File: config.mk
export PLATFORM = sky130hd
export DESIGN_NAME = dsp_host_io_mailbox
export DESIGN_NICKNAME = d
export VERILOG_FILES = /design/src/mbx_pkg.sv /design/src/dsp_host_io_mailbox.sv /design/src/strobe_sync.sv
export VERILOG_INCLUDE_DIRS = /design/src
export SDC_FILE = /design/constraint.sdc
export NUM_CORES = 1
export LEC_CHECK = 0
export BUFFER_PORTS_ARGS = -buffer_cell sky130_fd_sc_hd__buf_2
export CAP_MARGIN = 20
export CORE_ASPECT_RATIO = 0.6
export CORE_MARGIN = 4
export CORE_UTILIZATION = 25
export DETAILED_ROUTE_END_ITERATION = 16
export REMOVE_ABC_BUFFERS = 1
export SLEW_MARGIN = 10
export SYNTH_ARGS = -nofsm -noshare
export SYNTH_HDL_FRONTEND = slang
export SYNTH_SLANG_ARGS = --single-unit
File: constraint.sdc
create_clock -name clock_in -period 9.3 [get_ports clock_in]
set_input_delay 1.86 -clock clock_in [delete_from_list [all_inputs] [get_ports clock_in]]
set_output_delay 1.86 -clock clock_in [all_outputs]
set_load 0.02 [all_outputs]
File: src/mbx_defs.svh
// register offsets, flag bit positions and timing constants for the mailbox
`ifndef MBX_DEFS_SVH
`define MBX_DEFS_SVH
`define PROC_ADDR_OFS   14'h0001
`define PROC_DATA_OFS   14'h0002
`define PROC_FLAGS_OFS  14'h0003
`define HOST_ADDR_OFS   11'h400
`define HOST_DATA_OFS   11'h401
`define HOST_FLAGS_OFS  11'h402
`define FLAG_HOST_BIT   7
`define FLAG_PROC_BIT   6
`define FLAG_DATA_BIT   1
`define FLAG_ADDR_BIT   0
`define MBX_REG_RESET   8'h00
`define CLK_FREQ_MHZ    80
`endif

File: src/mbx_pkg.sv
// types shared by the mailbox files
package mbx_pkg;
	typedef enum logic [1:0] {
		SEL_NONE,
		SEL_ADDR,
		SEL_DATA,
		SEL_FLAGS
	} reg_sel_t;

	typedef struct packed {
		logic host_mail_pending;
		logic proc_mail_pending;
		logic data_written_flag;
		logic addr_written_flag;
	} mbx_flags_t;
endpackage

File: src/dsp_host_io_mailbox.sv
// mailbox between a signal processor bus and a card host bus, with shared registers
//
// Summary of operation
// - decode registers at processor and host addresses
// - shared 8-bit address register, both read/write
// - shared 8-bit data register, both read/write
// - flags read-only, bits 5:2 read zero
// - processor write sets host pending, drives interrupt
// - host pending recorded in card interrupt bit
// - host read of address/data clears host pending
// - host write sets processor pending indicator
// - processor read of address/data clears it
// - data write sets bit 1, reader clears
// - address write sets bit 0, reader clears
// - seven-state sequencer, idle after reset
// - host strobes synchronised before use
// - processor select enters processor branch, blocks host
// - address-wait picks read or write phase
// - read phase drives register onto processor bus
// - write phase captures processor data, returns idle
// - host request enters host address-wait, then phase
`timescale 1ns/10ps
`include "mbx_defs.svh"
module dsp_host_io_mailbox
	import mbx_pkg::*;
#(
	parameter int DATA_W      = 8,
	parameter int PROC_ADDR_W = 14,
	parameter int HOST_ADDR_W = 11
) (
	input  wire logic                   clock_in,        // 80 MHz processor clock
	input  wire logic                   sys_rst_in,      // card reset, synchronous, active high
	input  wire logic                   proc_sel_n_in,   // processor i/o select, active low
	input  wire logic                   proc_rd_n_in,    // processor read strobe, active low
	input  wire logic                   proc_wr_n_in,    // processor write strobe, active low
	input  wire logic [PROC_ADDR_W-1:0] proc_addr_in,    // processor address
	input  wire logic [DATA_W-1:0]      proc_data_in,    // processor data bus, input side
	output logic      [DATA_W-1:0]      proc_data_out,   // processor data bus, output side
	output logic                        proc_data_oe_out, // high while driving processor bus
	input  wire logic                   host_rd_n_in,    // host read strobe, async, active low
	input  wire logic                   host_wr_n_in,    // host write strobe, async, active low
	input  wire logic [HOST_ADDR_W-1:0] host_addr_in,    // host address, stable with strobe
	input  wire logic [DATA_W-1:0]      host_data_in,    // host data bus, input side
	output logic      [DATA_W-1:0]      host_data_out,   // host data bus, output side
	output logic                        host_data_oe_out, // high while driving host bus
	input  wire logic                   io_enable_in,    // interrupt routing enabled; host register decode does not use it
	output logic                        host_irq_n_out,  // host interrupt, active low
	output logic                        card_int_out     // pending interrupt for card status bit
);
	typedef enum logic [2:0] {
		ST_IDLE,
		ST_PROC_ADDR,
		ST_PROC_READ,
		ST_PROC_WRITE,
		ST_HOST_ADDR_WAIT,
		ST_HOST_READ,
		ST_HOST_WRITE
	} seq_state_t;

	seq_state_t state_q;
	seq_state_t state_d;

	logic [DATA_W-1:0] mailbox_address_q;
	logic [DATA_W-1:0] mailbox_data_q;
	logic [DATA_W-1:0] proc_rdata_q;
	logic [DATA_W-1:0] host_rdata_q;
	logic              proc_oe_q;
	logic              host_oe_q;
	logic              irq_n_q;
	logic              card_int_q;
	mbx_flags_t        flags_q;
	mbx_flags_t        flags_d;
	logic              addr_by_host_q; // last address write came from the host
	logic              data_by_host_q; // last data write came from the host

	// host strobes come from an unclocked bus, so each passes the filtered synchroniser
	logic host_rd_n_s;
	logic host_wr_n_s;

	strobe_sync #(
		.RESET_LEVEL(1'b1)
	) u_sync_rd (
		.clock_in  (clock_in),
		.sys_rst_in(sys_rst_in),
		.async_in  (host_rd_n_in),
		.level_out (host_rd_n_s)
	);

	strobe_sync #(
		.RESET_LEVEL(1'b1)
	) u_sync_wr (
		.clock_in  (clock_in),
		.sys_rst_in(sys_rst_in),
		.async_in  (host_wr_n_in),
		.level_out (host_wr_n_s)
	);

	// host address and data are pins as well, so they take the strobes' path and arrive with them;
	// a bit that resolves a cycle late is covered by the address-wait cycle before the match is used
	logic [HOST_ADDR_W-1:0] host_addr_s;
	logic [DATA_W-1:0]      host_data_s;

	for (genvar gi = 0; gi < HOST_ADDR_W; gi++) begin : g_addr_sync
		strobe_sync #(
			.RESET_LEVEL(1'b0)
		) u_sync_bit (
			.clock_in  (clock_in),
			.sys_rst_in(sys_rst_in),
			.async_in  (host_addr_in[gi]),
			.level_out (host_addr_s[gi])
		);
	end

	for (genvar gj = 0; gj < DATA_W; gj++) begin : g_data_sync
		strobe_sync #(
			.RESET_LEVEL(1'b0)
		) u_sync_bit (
			.clock_in  (clock_in),
			.sys_rst_in(sys_rst_in),
			.async_in  (host_data_in[gj]),
			.level_out (host_data_s[gj])
		);
	end

	// processor pins are on this clock so they are used directly
	wire proc_req  = ~proc_sel_n_in;
	wire host_req  = ~host_rd_n_s | ~host_wr_n_s;
	wire proc_rd   = ~proc_rd_n_in;
	wire proc_wr   = ~proc_wr_n_in;
	wire host_rd   = ~host_rd_n_s;
	wire host_wr   = ~host_wr_n_s;

	// address decode for both maps onto the same three registers
	wire proc_hit_addr  = (proc_addr_in == `PROC_ADDR_OFS);
	wire proc_hit_data  = (proc_addr_in == `PROC_DATA_OFS);
	wire proc_hit_flags = (proc_addr_in == `PROC_FLAGS_OFS);
	wire host_hit_addr  = (host_addr_s == `HOST_ADDR_OFS);
	wire host_hit_data  = (host_addr_s == `HOST_DATA_OFS);
	wire host_hit_flags = (host_addr_s == `HOST_FLAGS_OFS);
	wire proc_match     = proc_hit_addr | proc_hit_data | proc_hit_flags;
	wire host_match     = host_hit_addr | host_hit_data | host_hit_flags;

	wire reg_sel_t proc_sel = proc_hit_addr ? SEL_ADDR : proc_hit_data ? SEL_DATA :
		proc_hit_flags ? SEL_FLAGS : SEL_NONE;
	wire reg_sel_t host_sel = host_hit_addr ? SEL_ADDR : host_hit_data ? SEL_DATA :
		host_hit_flags ? SEL_FLAGS : SEL_NONE;

	// flag register image: reserved bits read zero
	wire [DATA_W-1:0] flags_image = {flags_q.host_mail_pending, flags_q.proc_mail_pending,
		4'h0, flags_q.data_written_flag, flags_q.addr_written_flag};

	// access events: each fires once, on entry into its phase
	wire phase_entry    = (state_q != state_d);
	wire proc_rd_ev     = phase_entry && (state_d == ST_PROC_READ);
	wire proc_wr_ev     = phase_entry && (state_d == ST_PROC_WRITE);
	wire host_rd_ev     = phase_entry && (state_d == ST_HOST_READ);
	wire host_wr_ev     = phase_entry && (state_d == ST_HOST_WRITE);

	// a writer is locked out while its own side still has unread mail
	wire proc_wr_ok     = proc_wr_ev && !flags_q.proc_mail_pending;
	wire host_wr_ok     = host_wr_ev && !flags_q.host_mail_pending;
	wire proc_wr_addr   = proc_wr_ok && (proc_sel == SEL_ADDR);
	wire proc_wr_data   = proc_wr_ok && (proc_sel == SEL_DATA);
	wire host_wr_addr   = host_wr_ok && (host_sel == SEL_ADDR);
	wire host_wr_data   = host_wr_ok && (host_sel == SEL_DATA);
	wire proc_rd_addr   = proc_rd_ev && (proc_sel == SEL_ADDR);
	wire proc_rd_data   = proc_rd_ev && (proc_sel == SEL_DATA);
	wire host_rd_addr   = host_rd_ev && (host_sel == SEL_ADDR);
	wire host_rd_data   = host_rd_ev && (host_sel == SEL_DATA);

	// a written flag is cleared only by the receiving side, not by the writer reading back
	wire addr_taken     = addr_by_host_q ? proc_rd_addr : host_rd_addr;
	wire data_taken     = data_by_host_q ? proc_rd_data : host_rd_data;

	// sequencer next state; processor wins a tie in idle, host stays pending
	always_comb begin
		state_d = state_q;
		unique case (state_q)
			ST_IDLE: begin
				if (proc_req) begin
					state_d = ST_PROC_ADDR;
				end else if (host_req) begin
					state_d = ST_HOST_ADDR_WAIT;
				end
			end
			ST_PROC_ADDR: begin
				if (!proc_req) begin
					state_d = ST_IDLE;
				end else if (proc_match && proc_rd) begin
					state_d = ST_PROC_READ;
				end else if (proc_match && proc_wr) begin
					state_d = ST_PROC_WRITE;
				end
			end
			ST_PROC_READ: begin
				if (!proc_rd || !proc_req) begin
					state_d = ST_IDLE;
				end
			end
			ST_PROC_WRITE: begin
				state_d = ST_IDLE;
			end
			ST_HOST_ADDR_WAIT: begin
				if (!host_req) begin
					state_d = ST_IDLE;
				end else if (host_match && host_rd) begin
					state_d = ST_HOST_READ;
				end else if (host_match && host_wr) begin
					state_d = ST_HOST_WRITE;
				end
			end
			ST_HOST_READ: begin
				if (!host_rd) begin
					state_d = ST_IDLE;
				end
			end
			ST_HOST_WRITE: begin
				if (!host_wr) begin
					state_d = ST_IDLE;
				end
			end
		endcase
	end

	// sequencer register, idle on card reset
	always_ff @(posedge clock_in) begin
		if (sys_rst_in) begin
			state_q <= ST_IDLE;
		end else begin
			state_q <= state_d;
		end
	end

	// flag next value: a set in the same cycle as a clear wins
	always_comb begin
		flags_d = flags_q;
		if (host_rd_addr || host_rd_data) begin
			flags_d.host_mail_pending = 1'b0;
		end
		if (proc_rd_addr || proc_rd_data) begin
			flags_d.proc_mail_pending = 1'b0;
		end
		if (data_taken) begin
			flags_d.data_written_flag = 1'b0;
		end
		if (addr_taken) begin
			flags_d.addr_written_flag = 1'b0;
		end
		if (proc_wr_addr || proc_wr_data) begin
			flags_d.host_mail_pending = 1'b1;
		end
		if (host_wr_addr || host_wr_data) begin
			flags_d.proc_mail_pending = 1'b1;
		end
		if (proc_wr_data || host_wr_data) begin
			flags_d.data_written_flag = 1'b1;
		end
		if (proc_wr_addr || host_wr_addr) begin
			flags_d.addr_written_flag = 1'b1;
		end
	end

	// flags cleared by card reset
	always_ff @(posedge clock_in) begin
		if (sys_rst_in) begin
			flags_q <= '0;
		end else begin
			flags_q <= flags_d;
		end
	end

	// shared address and data registers; writes to the flag address fall through
	always_ff @(posedge clock_in) begin
		if (sys_rst_in) begin
			mailbox_address_q <= `MBX_REG_RESET;
			mailbox_data_q    <= `MBX_REG_RESET;
			addr_by_host_q    <= 1'b0;
			data_by_host_q    <= 1'b0;
		end else begin
			if (proc_wr_addr) begin
				mailbox_address_q <= proc_data_in;
				addr_by_host_q    <= 1'b0;
			end else if (host_wr_addr) begin
				mailbox_address_q <= host_data_s;
				addr_by_host_q    <= 1'b1;
			end
			if (proc_wr_data) begin
				mailbox_data_q <= proc_data_in;
				data_by_host_q <= 1'b0;
			end else if (host_wr_data) begin
				mailbox_data_q <= host_data_s;
				data_by_host_q <= 1'b1;
			end
		end
	end

	// read data muxes, captured at phase entry so the bus holds steady through the phase
	wire [DATA_W-1:0] proc_mux = (proc_sel == SEL_ADDR) ? mailbox_address_q :
		(proc_sel == SEL_DATA) ? mailbox_data_q : flags_image;
	wire [DATA_W-1:0] host_mux = (host_sel == SEL_ADDR) ? mailbox_address_q :
		(host_sel == SEL_DATA) ? mailbox_data_q : flags_image;

	always_ff @(posedge clock_in) begin
		if (sys_rst_in) begin
			proc_rdata_q <= `MBX_REG_RESET;
			host_rdata_q <= `MBX_REG_RESET;
		end else begin
			if (proc_rd_ev) begin
				proc_rdata_q <= proc_mux;
			end
			if (host_rd_ev) begin
				host_rdata_q <= host_mux;
			end
		end
	end

	// bus enables follow the read phases; host is never driven in the processor branch
	always_ff @(posedge clock_in) begin
		if (sys_rst_in) begin
			proc_oe_q <= 1'b0;
			host_oe_q <= 1'b0;
		end else begin
			proc_oe_q <= (state_d == ST_PROC_READ);
			host_oe_q <= (state_d == ST_HOST_READ);
		end
	end

	// interrupt pin gated by enable; card bit records pending regardless
	always_ff @(posedge clock_in) begin
		if (sys_rst_in) begin
			irq_n_q    <= 1'b1;
			card_int_q <= 1'b0;
		end else begin
			irq_n_q    <= ~(flags_d.host_mail_pending & io_enable_in);
			card_int_q <= flags_d.host_mail_pending;
		end
	end

	assign proc_data_out    = proc_rdata_q;
	assign proc_data_oe_out = proc_oe_q;
	assign host_data_out    = host_rdata_q;
	assign host_data_oe_out = host_oe_q;
	assign host_irq_n_out   = irq_n_q;
	assign card_int_out     = card_int_q;
endmodule

File: src/strobe_sync.sv
// three-stage synchroniser for one asynchronous level, with agreement filter
`timescale 1ns/10ps
module strobe_sync #(
	parameter logic RESET_LEVEL = 1'b1
) (
	input  wire logic clock_in,   // block clock
	input  wire logic sys_rst_in, // synchronous reset, active high
	input  wire logic async_in,   // raw pin level
	output logic      level_out   // filtered level
);
	logic s1_q;
	logic s2_q;
	logic s3_q;
	logic lvl_q;

	// the first stage feeds only the second; the level moves once stages two and three agree
	always_ff @(posedge clock_in) begin
		if (sys_rst_in) begin
			s1_q  <= RESET_LEVEL;
			s2_q  <= RESET_LEVEL;
			s3_q  <= RESET_LEVEL;
			lvl_q <= RESET_LEVEL;
		end else begin
			s1_q <= async_in;
			s2_q <= s1_q;
			s3_q <= s2_q;
			if (s2_q == s3_q) begin
				lvl_q <= s3_q;
			end
		end
	end

	assign level_out = lvl_q;
endmodule

---- Word level (Yosys, flattened, before mapping) ----
Cells that the tools add are included.
cells by class
  eq/ne operators ......................... 42
  multiplexer cells ....................... 36
  bitwise logic cells ..................... 11
  reduce and logical (&&, ||, !) cells .... 35
operator list
  kind                                                   number
  2-to-1 mux 8 bit                                       8
  equality test 11 bit (second input constant)           3
  2-to-1 mux 3 bit                                       11
  equality test 14 x 2 -> 1 bit (second input constant)  2
  equality test 1 bit                                    21
  case mux 3 bit (7 select lines)                        1
  logical AND 1 bit                                      18
  equality test 3 bit (second input constant)            5
  equality test 14 x 1 -> 1 bit (second input constant)  1
  equality test 3 x 2 -> 1 bit (second input constant)   4
  2-to-1 mux 2 bit                                       6
  2-to-1 mux 1 bit                                       10
  nonzero test 2 bit                                     5
  logical OR 1 bit                                       7
  inverter 1 bit                                         5
  OR 1 bit                                               5
  equality test 2 x 1 -> 1 bit (second input constant)   2
  equality test 2 bit (second input constant)            2
  OR reduction 2 bit                                     2
  equality test 3 x 1 -> 1 bit (second input constant)   1
  logical NOT 3 bit                                      1
  != test 3 bit                                          1
  logical NOT 1 bit                                      2
  AND 1 bit                                              1
word-level totals
  bits in registers ....................... 128
  bits of input ports ..................... 49
  output and inout bits ................... 20

---- Longest topological paths before layout ----
  word-level depth ........................ 16
  depth in mapped cells ................... 9
  gate-level depth less buffers ........... 7

---- Modules after synthesis ----
Synthesis repeated with hierarchy kept, for this count alone.
second synthesis, totals
  cell total of the unflattened synthesis .. 494
  area total of the unflattened synthesis .. 4,755.8 sq um
modules (own cells, without submodules)
  module                                       times used  cells each  area each (sq um)  seq. area each (sq um)
  dsp_host_io_mailbox                          1           284         2,386.0            880.8
  strobe_sync (g_addr_sync[0].u_sync_bit ...)  19          10          112.6              80.1
  strobe_sync (u_sync_rd ...)                  2           10          115.1              80.1

---- Worst setup path before layout ----
Ideal clock, no wire load.
  path kind ............................... input to register
  from .................................... input port proc_addr_in[8]
  to ...................................... register mailbox_data_q[0]
  library setup time ...................... 148 ps
  data arrival time ....................... 4,147 ps
  data required time ...................... 9,152 ps
  path slack .............................. 5,005 ps
  stages on the path ...................... 9
  buffers on the path ..................... 2
  cells stage by stage .................... or4_1 -> clkbuf_1 -> nand4bb_1 -> o21ai_1 -> o21ai_1 -> nand2b_1 -> buf_2 -> nor4_4 -> a221oi_2
between the ends
  longest elaborated chain between the ends .. 13
  elaborated cells between the ends (all ways) .. 26
ends and longest elaborated chain
  item                                                                                      line                                                    RTL
  from (decl)                                                                               dsp_host_io_mailbox.sv:36                               input wire logic [PROC_ADDR_W-1:0] proc_addr_in,
  equality test 14 x 1 -> 1 bit (no line) or equality test 14 x 2 -> 1 bit (tied branches)  -
  OR 1 bit (2 in a row)                                                                     dsp_host_io_mailbox.sv:140                              wire proc_match = proc_hit_addr | proc_hit_data | proc_hit_flags;
  logical AND 1 bit                                                                         dsp_host_io_mailbox.sv:191                              end else if (proc_match && proc_wr) begin
  2-to-1 mux 3 bit                                                                          dsp_host_io_mailbox.sv:191
  2-to-1 mux 3 bit                                                                          dsp_host_io_mailbox.sv:189                              end else if (proc_match && proc_rd) begin
  2-to-1 mux 3 bit                                                                          dsp_host_io_mailbox.sv:187                              if (!proc_req) begin
  case mux 3 bit (7 select lines)                                                           dsp_host_io_mailbox.sv:178                              unique case (state_q)
  != test 3 bit, or another cell as far along                                               dsp_host_io_mailbox.sv:153                              wire phase_entry = (state_q != state_d);
  logical AND 1 bit, on equally long branches                                               dsp_host_io_mailbox.sv:155, dsp_host_io_mailbox.sv:157
  logical AND 1 bit, on equally long branches                                               dsp_host_io_mailbox.sv:160, dsp_host_io_mailbox.sv:161
  logical AND 1 bit, on equally long branches                                               dsp_host_io_mailbox.sv:163, dsp_host_io_mailbox.sv:165
  2-to-1 mux 8 bit or nonzero test 2 bit (tied branches)                                    -
  to (signal assigned)                                                                      dsp_host_io_mailbox.sv:276                              mailbox_data_q <= `MBX_REG_RESET;
  to (signal assigned)                                                                      dsp_host_io_mailbox.sv:288                              mailbox_data_q <= proc_data_in;
  to (signal assigned)                                                                      dsp_host_io_mailbox.sv:291                              mailbox_data_q <= host_data_s;
  to (decl)                                                                                 dsp_host_io_mailbox.sv:64                               logic [DATA_W-1:0] mailbox_data_q;
Several ways; a longest one is shown, not always the timed one.
A chain may end at the register's enable or synchronous reset.

---- Worst setup path in the final report ----
  from .................................... input port proc_addr_in[4]
  to ...................................... register irq_n_q (netlist: host_irq_n_out)
between the ends
  longest elaborated chain between the ends .. 16
  elaborated cells between the ends (all ways) .. 32
ends and longest elaborated chain
  item                                                                                      line                                                                                RTL
  equality test 14 x 1 -> 1 bit (no line) or equality test 14 x 2 -> 1 bit (tied branches)  -
  OR 1 bit (2 in a row)                                                                     dsp_host_io_mailbox.sv:140
  logical AND 1 bit                                                                         dsp_host_io_mailbox.sv:191
  2-to-1 mux 3 bit                                                                          dsp_host_io_mailbox.sv:191
  2-to-1 mux 3 bit                                                                          dsp_host_io_mailbox.sv:189
  2-to-1 mux 3 bit                                                                          dsp_host_io_mailbox.sv:187
  case mux 3 bit (7 select lines)                                                           dsp_host_io_mailbox.sv:178
  != test 3 bit, or another cell as far along                                               dsp_host_io_mailbox.sv:153
  logical AND 1 bit, on equally long branches                                               dsp_host_io_mailbox.sv:156, dsp_host_io_mailbox.sv:155
  logical AND 1 bit, on equally long branches                                               dsp_host_io_mailbox.sv:168, dsp_host_io_mailbox.sv:160, dsp_host_io_mailbox.sv:169
  logical OR 1 bit, or another cell as far along                                            dsp_host_io_mailbox.sv:237                                                          if (host_rd_addr || host_rd_data) begin
  2-to-1 mux 1 bit or logical OR 1 bit (tied branches)                                      dsp_host_io_mailbox.sv:237, dsp_host_io_mailbox.sv:249
  2-to-1 mux 1 bit *                                                                        dsp_host_io_mailbox.sv:249                                                          if (proc_wr_addr || proc_wr_data) begin
  AND 1 bit *                                                                               dsp_host_io_mailbox.sv:334                                                          irq_n_q <= ~(flags_d.host_mail_pending & io_enable_in);
  inverter 1 bit *                                                                          dsp_host_io_mailbox.sv:334
  to (signal assigned)                                                                      dsp_host_io_mailbox.sv:334
  to (decl)                                                                                 dsp_host_io_mailbox.sv:69                                                           logic irq_n_q;
Mark *: on every way between the ends. The rest lies on a longest branch, timed or not.

==> summary.md <==
| Metric | Value |
|---|---|
| Root Buffer Master | sky130_fd_sc_hd__clkbuf_16 |
| H-tree Lvls | 4 |
| Required time at the worst-slack endpoint | 9.60 ns |
| Layer carrying the most global-route usage | met1 |
| Leak Pwr | 2.15 nW |
| Global Route met2 Usage | 0.152 |
| Initial standard-cell utilization of the core | 0.256 |
| Total Routing Usage GR | 0.117 |
| Cell count after synthesis | 516 |
| Detailed Routing Iterations Pass 1 | 5 |
| Antenna cell count | 0 |
| Ordered cell list for the critical path | buf_2 > nor4_1 > nand4bb_1 > o21ai_1 > o21ai_1 > nand2b_1 > or4_1 > a311o_1 |
| CTS-repair resized insts | 0 |
| Synth Area per Inst | 9.46 um2 |
| Most common cell in the netlist | sky130_fd_sc_hd__dfxtp_1 |
| Internal power consumption | 0.955 mW |
| Biggest area consumer among synthesized cells | sky130_fd_sc_hd__dfxtp_1 |
| Crit path DAT | 5.20 ns |
| Area of the mapped netlist | 0.00488 mm2 |
| Wire length of the first global-routing pass | 20000 um |
| TritonCTS clock tree | yes |
| Worst slew margin | 0.311 |
| Clock Sink Count | 128 |
| Commonest register cell after synthesis | sky130_fd_sc_hd__dfxtp_1 |
| Clock latency reported for the late side of the worst-skew pair | 0.42 ns |
| Worst setup SP type | primary input |
| Clock-pin slew on the worst setup and hold paths | 0.06 ns |
| Residual DRC | 0 |
| Final worst path period share | 0.527 |
| Hold-fix buffers at CTS | 0 |
| Fraction of power spent switching nets | 0.231 |
| Average wire length per cell after detail routing | 14.4 um |
| Total number of vias | 3831 |
| Largest net degree at the start of global routing | 85 |
| Logic gate share of total power | 0.046 |
| Post-route antenna net violation count | 0 |
| Endpoint type of the worst setup path | flip-flop |
| Flip-flop and latch count after synthesis | 128 |
| Total routed wirelength | 12300 um |
| Hold crit path type | reg -> reg |
| Cell types with the highest counts after synthesis | sky130_fd_sc_hd__dfxtp_1 (128), sky130_fd_sc_hd__nor2b_1 (58), sky130_fd_sc_hd__nand2_1 (47), sky130_fd_sc_hd__a21oi_1 (46), sky130_fd_sc_hd__o21ai_0 (31) |
| Number of global-route vias before repair | 3640 |
| Die height | 116 um |
| Critical path fanouts, max | 12 |
| Total of max-cap violations | 0 |
| Post-route setup TNS | 0 ns |
| Final slew viol count | 0 |
| Switching component of the power | 0.288 mW |
| Final-stage net count | 625 |
| Max IR drop VDD | 0.127 mV |
| Final hold violations | 0 |
| Part of the Yosys area used for sequential elements | 0.525 |
| Number of setup buffers added after CTS | 0 |
| Number of I/O pins | 69 |
| Global Route met3 Usage | 0.0472 |
| Count of unique library cells instantiated by Yosys | 51 |
| Pwr/cell area | 206 mW/mm2 |
| Count of input and output buffers | 68 |
| Min cycle time layout | 4.90 ns |
| 1st-iter DRT viols | 280 |
| Largest cells by area after synthesis | sky130_fd_sc_hd__dfxtp_1 (52%), sky130_fd_sc_hd__nor2b_1 (7.4%), sky130_fd_sc_hd__mux2i_1 (4.9%) |
| Asr flop ratio synth | 0 |
| Power share of the sequential group | 0.457 |
| Transition time at the pin with the least slew margin | 1.02 ns |
| Antenna violations before repair | 3 |
| Hold Worst Slack | 0.406 ns |
| Final setup violating endpoints | 0 |
| Weighted congestion reported at the end of routability-driven placement | 0.867 |
| Worst-case clock skew | 0.00801 ns |
| Die area | 0.0219 mm2 |
| Top-area cell type share of the netlist area | 0.525 |
| Crit-path most repeated cell | sky130_fd_sc_hd__o21ai_1 |
| Number of buffers on the longest clock path | 2 |
| Layout cell share with drive strength beyond 1 | 0.217 |
| Clock power share | 0.497 |
| Result of the run | complete, no violations |
| Largest stage delay on the critical path | 0.89 ns |
| Remaining global-route overflow | 0 |
| RSZ-0062 raised after global routing | no |
| Standard-cell rows | 39 |
| Per-cell via count in the routed design | 4.48 |
| Synth-to-Final Area Change | 23.3% |
| HPWL after detailed placement | 8380 um |
| Synth warnings | 0 |
| Worst Path Class, Setup | in -> reg |
| Number of enable flip-flop cells after synthesis | 0 |
| Floorplan Core Area | 0.0191 mm2 |
| Met1 layer usage reported by global route | 0.176 |
| Achievable clock frequency | 204 MHz |
| Slowest cell on the critical path | sky130_fd_sc_hd__or4_1 |
| Width of the die | 188 um |
| CTS buffer count | 17 |
[through the flow]
stage,setup slack (ns),cells,util,cell area (um2),power [mW]
4_1_cts,4.47,855,0.315,6020,1.26
3_3_place_gp,4.13,823,0.287,5480,0.636
3_5_place_dp,4.04,823,0.287,5480,0.637
5_1_grt,4.26,855,0.315,6020,1.29
6_report,4.40,855,0.315,6020,1.24
2_1_floorplan,4.25,484,-,4740,0.606
[layer usage]
metal	up-vias	part of all wire
met3	15	0.074
li1	1924	-
met1	1769	0.53
met2	117	0.38
met5	-	0.0032
met4	6	0.0074
[placed cells by master, fill, tap and decap left out, types with 4 or more instances in the layout]
master and instances:
sky130_fd_sc_hd__inv_1 20, sky130_fd_sc_hd__o211ai_1 4, sky130_fd_sc_hd__buf_2 67, sky130_fd_sc_hd__or2_2 7, sky130_fd_sc_hd__nor2_1 23, sky130_fd_sc_hd__mux2i_1 24
sky130_fd_sc_hd__buf_4 6, sky130_fd_sc_hd__a22o_1 4, sky130_fd_sc_hd__nand2b_1 4, sky130_fd_sc_hd__and3_1 4, sky130_fd_sc_hd__clkinv_2 6, sky130_fd_sc_hd__dfxtp_1 128
sky130_fd_sc_hd__nor4_1 5, sky130_fd_sc_hd__a221oi_2 8, sky130_fd_sc_hd__nor2b_1 58, sky130_fd_sc_hd__o21ai_0 31, sky130_fd_sc_hd__nand2_1 47, sky130_fd_sc_hd__nor3_1 9
sky130_fd_sc_hd__a22oi_1 6, sky130_fd_sc_hd__or4_1 4, sky130_fd_sc_hd__a31oi_1 6, sky130_fd_sc_hd__clkbuf_16 17, sky130_fd_sc_hd__o31ai_1 9, sky130_fd_sc_hd__a21oi_1 46
sky130_fd_sc_hd__nand3_1 4
[power groups by stage]
stage / logic [mW] / registers, mW / clock network (mW)
after floorplan: 0.0276 / 0.578 / 0
after global placement: 0.0563 / 0.580 / 0
after detailed placement: 0.0567 / 0.580 / 0
after CTS: 0.0572 / 0.568 / 0.630
after global routing: 0.0636 / 0.570 / 0.660
final: 0.0572 / 0.568 / 0.617
[critical path, delay by kind of cell]
family | cells | cell delay, ns
buffers and inverters | 1 | 0.09
AND/OR/NAND/NOR | 4 | 2.42
AO/OA/AOI/OAI | 3 | 0.82
[final cells by class]
cell class	instances	area [um2]
fillers	2033	13100
flip-flops and latches	128	2560
multi-input cells	336	2130
clock buffers	21	450
repair buffers	73	380
well taps	266	333
clock inverters	11	91.3
inverters	20	75.1
[cell families after synthesis]
group,count (synthesis),share of synthesized area
AND/OR/NAND/NOR,181,0.204
AO/OA/AOI/OAI,130,0.177
flip-flops,128,0.525
buffers and inverters,52,0.0441
multiplexers,24,0.0492
XOR/XNOR,1,0.00179
[final timing paths]
kind	slack, ns	startpoint	end	depth (start not counted)
hold / removal	0.41	u_sync_rd.s1_q	u_sync_rd.s2_q	1
setup reg to reg	5.83	g_addr_sync[7].u_sync_bit.level_out	host_irq_n_out	7
setup / recovery	4.40	proc_addr_in[4]	host_irq_n_out	8
hold reg to reg	0.41	u_sync_rd.s1_q	u_sync_rd.s2_q	1
[flip-flops by register name, indices dropped and copies added, names as in the netlist, 3 cells and up]
| name | cells |
|---|---|
| flags_image | 3 |
| g_addr_sync.u_sync_bit.level_out | 11 |
| g_addr_sync.u_sync_bit.s1_q | 11 |
| g_addr_sync.u_sync_bit.s2_q | 11 |
| g_addr_sync.u_sync_bit.s3_q | 11 |
| g_data_sync.u_sync_bit.level_out | 8 |
| g_data_sync.u_sync_bit.s1_q | 8 |
| g_data_sync.u_sync_bit.s2_q | 8 |
| g_data_sync.u_sync_bit.s3_q | 8 |
| host_data_out | 8 |
| mailbox_address_q | 8 |
| mailbox_data_q | 8 |
| proc_data_out | 8 |
| state_q | 3 |
Note: power is estimated with default switching activity, not from simulation.
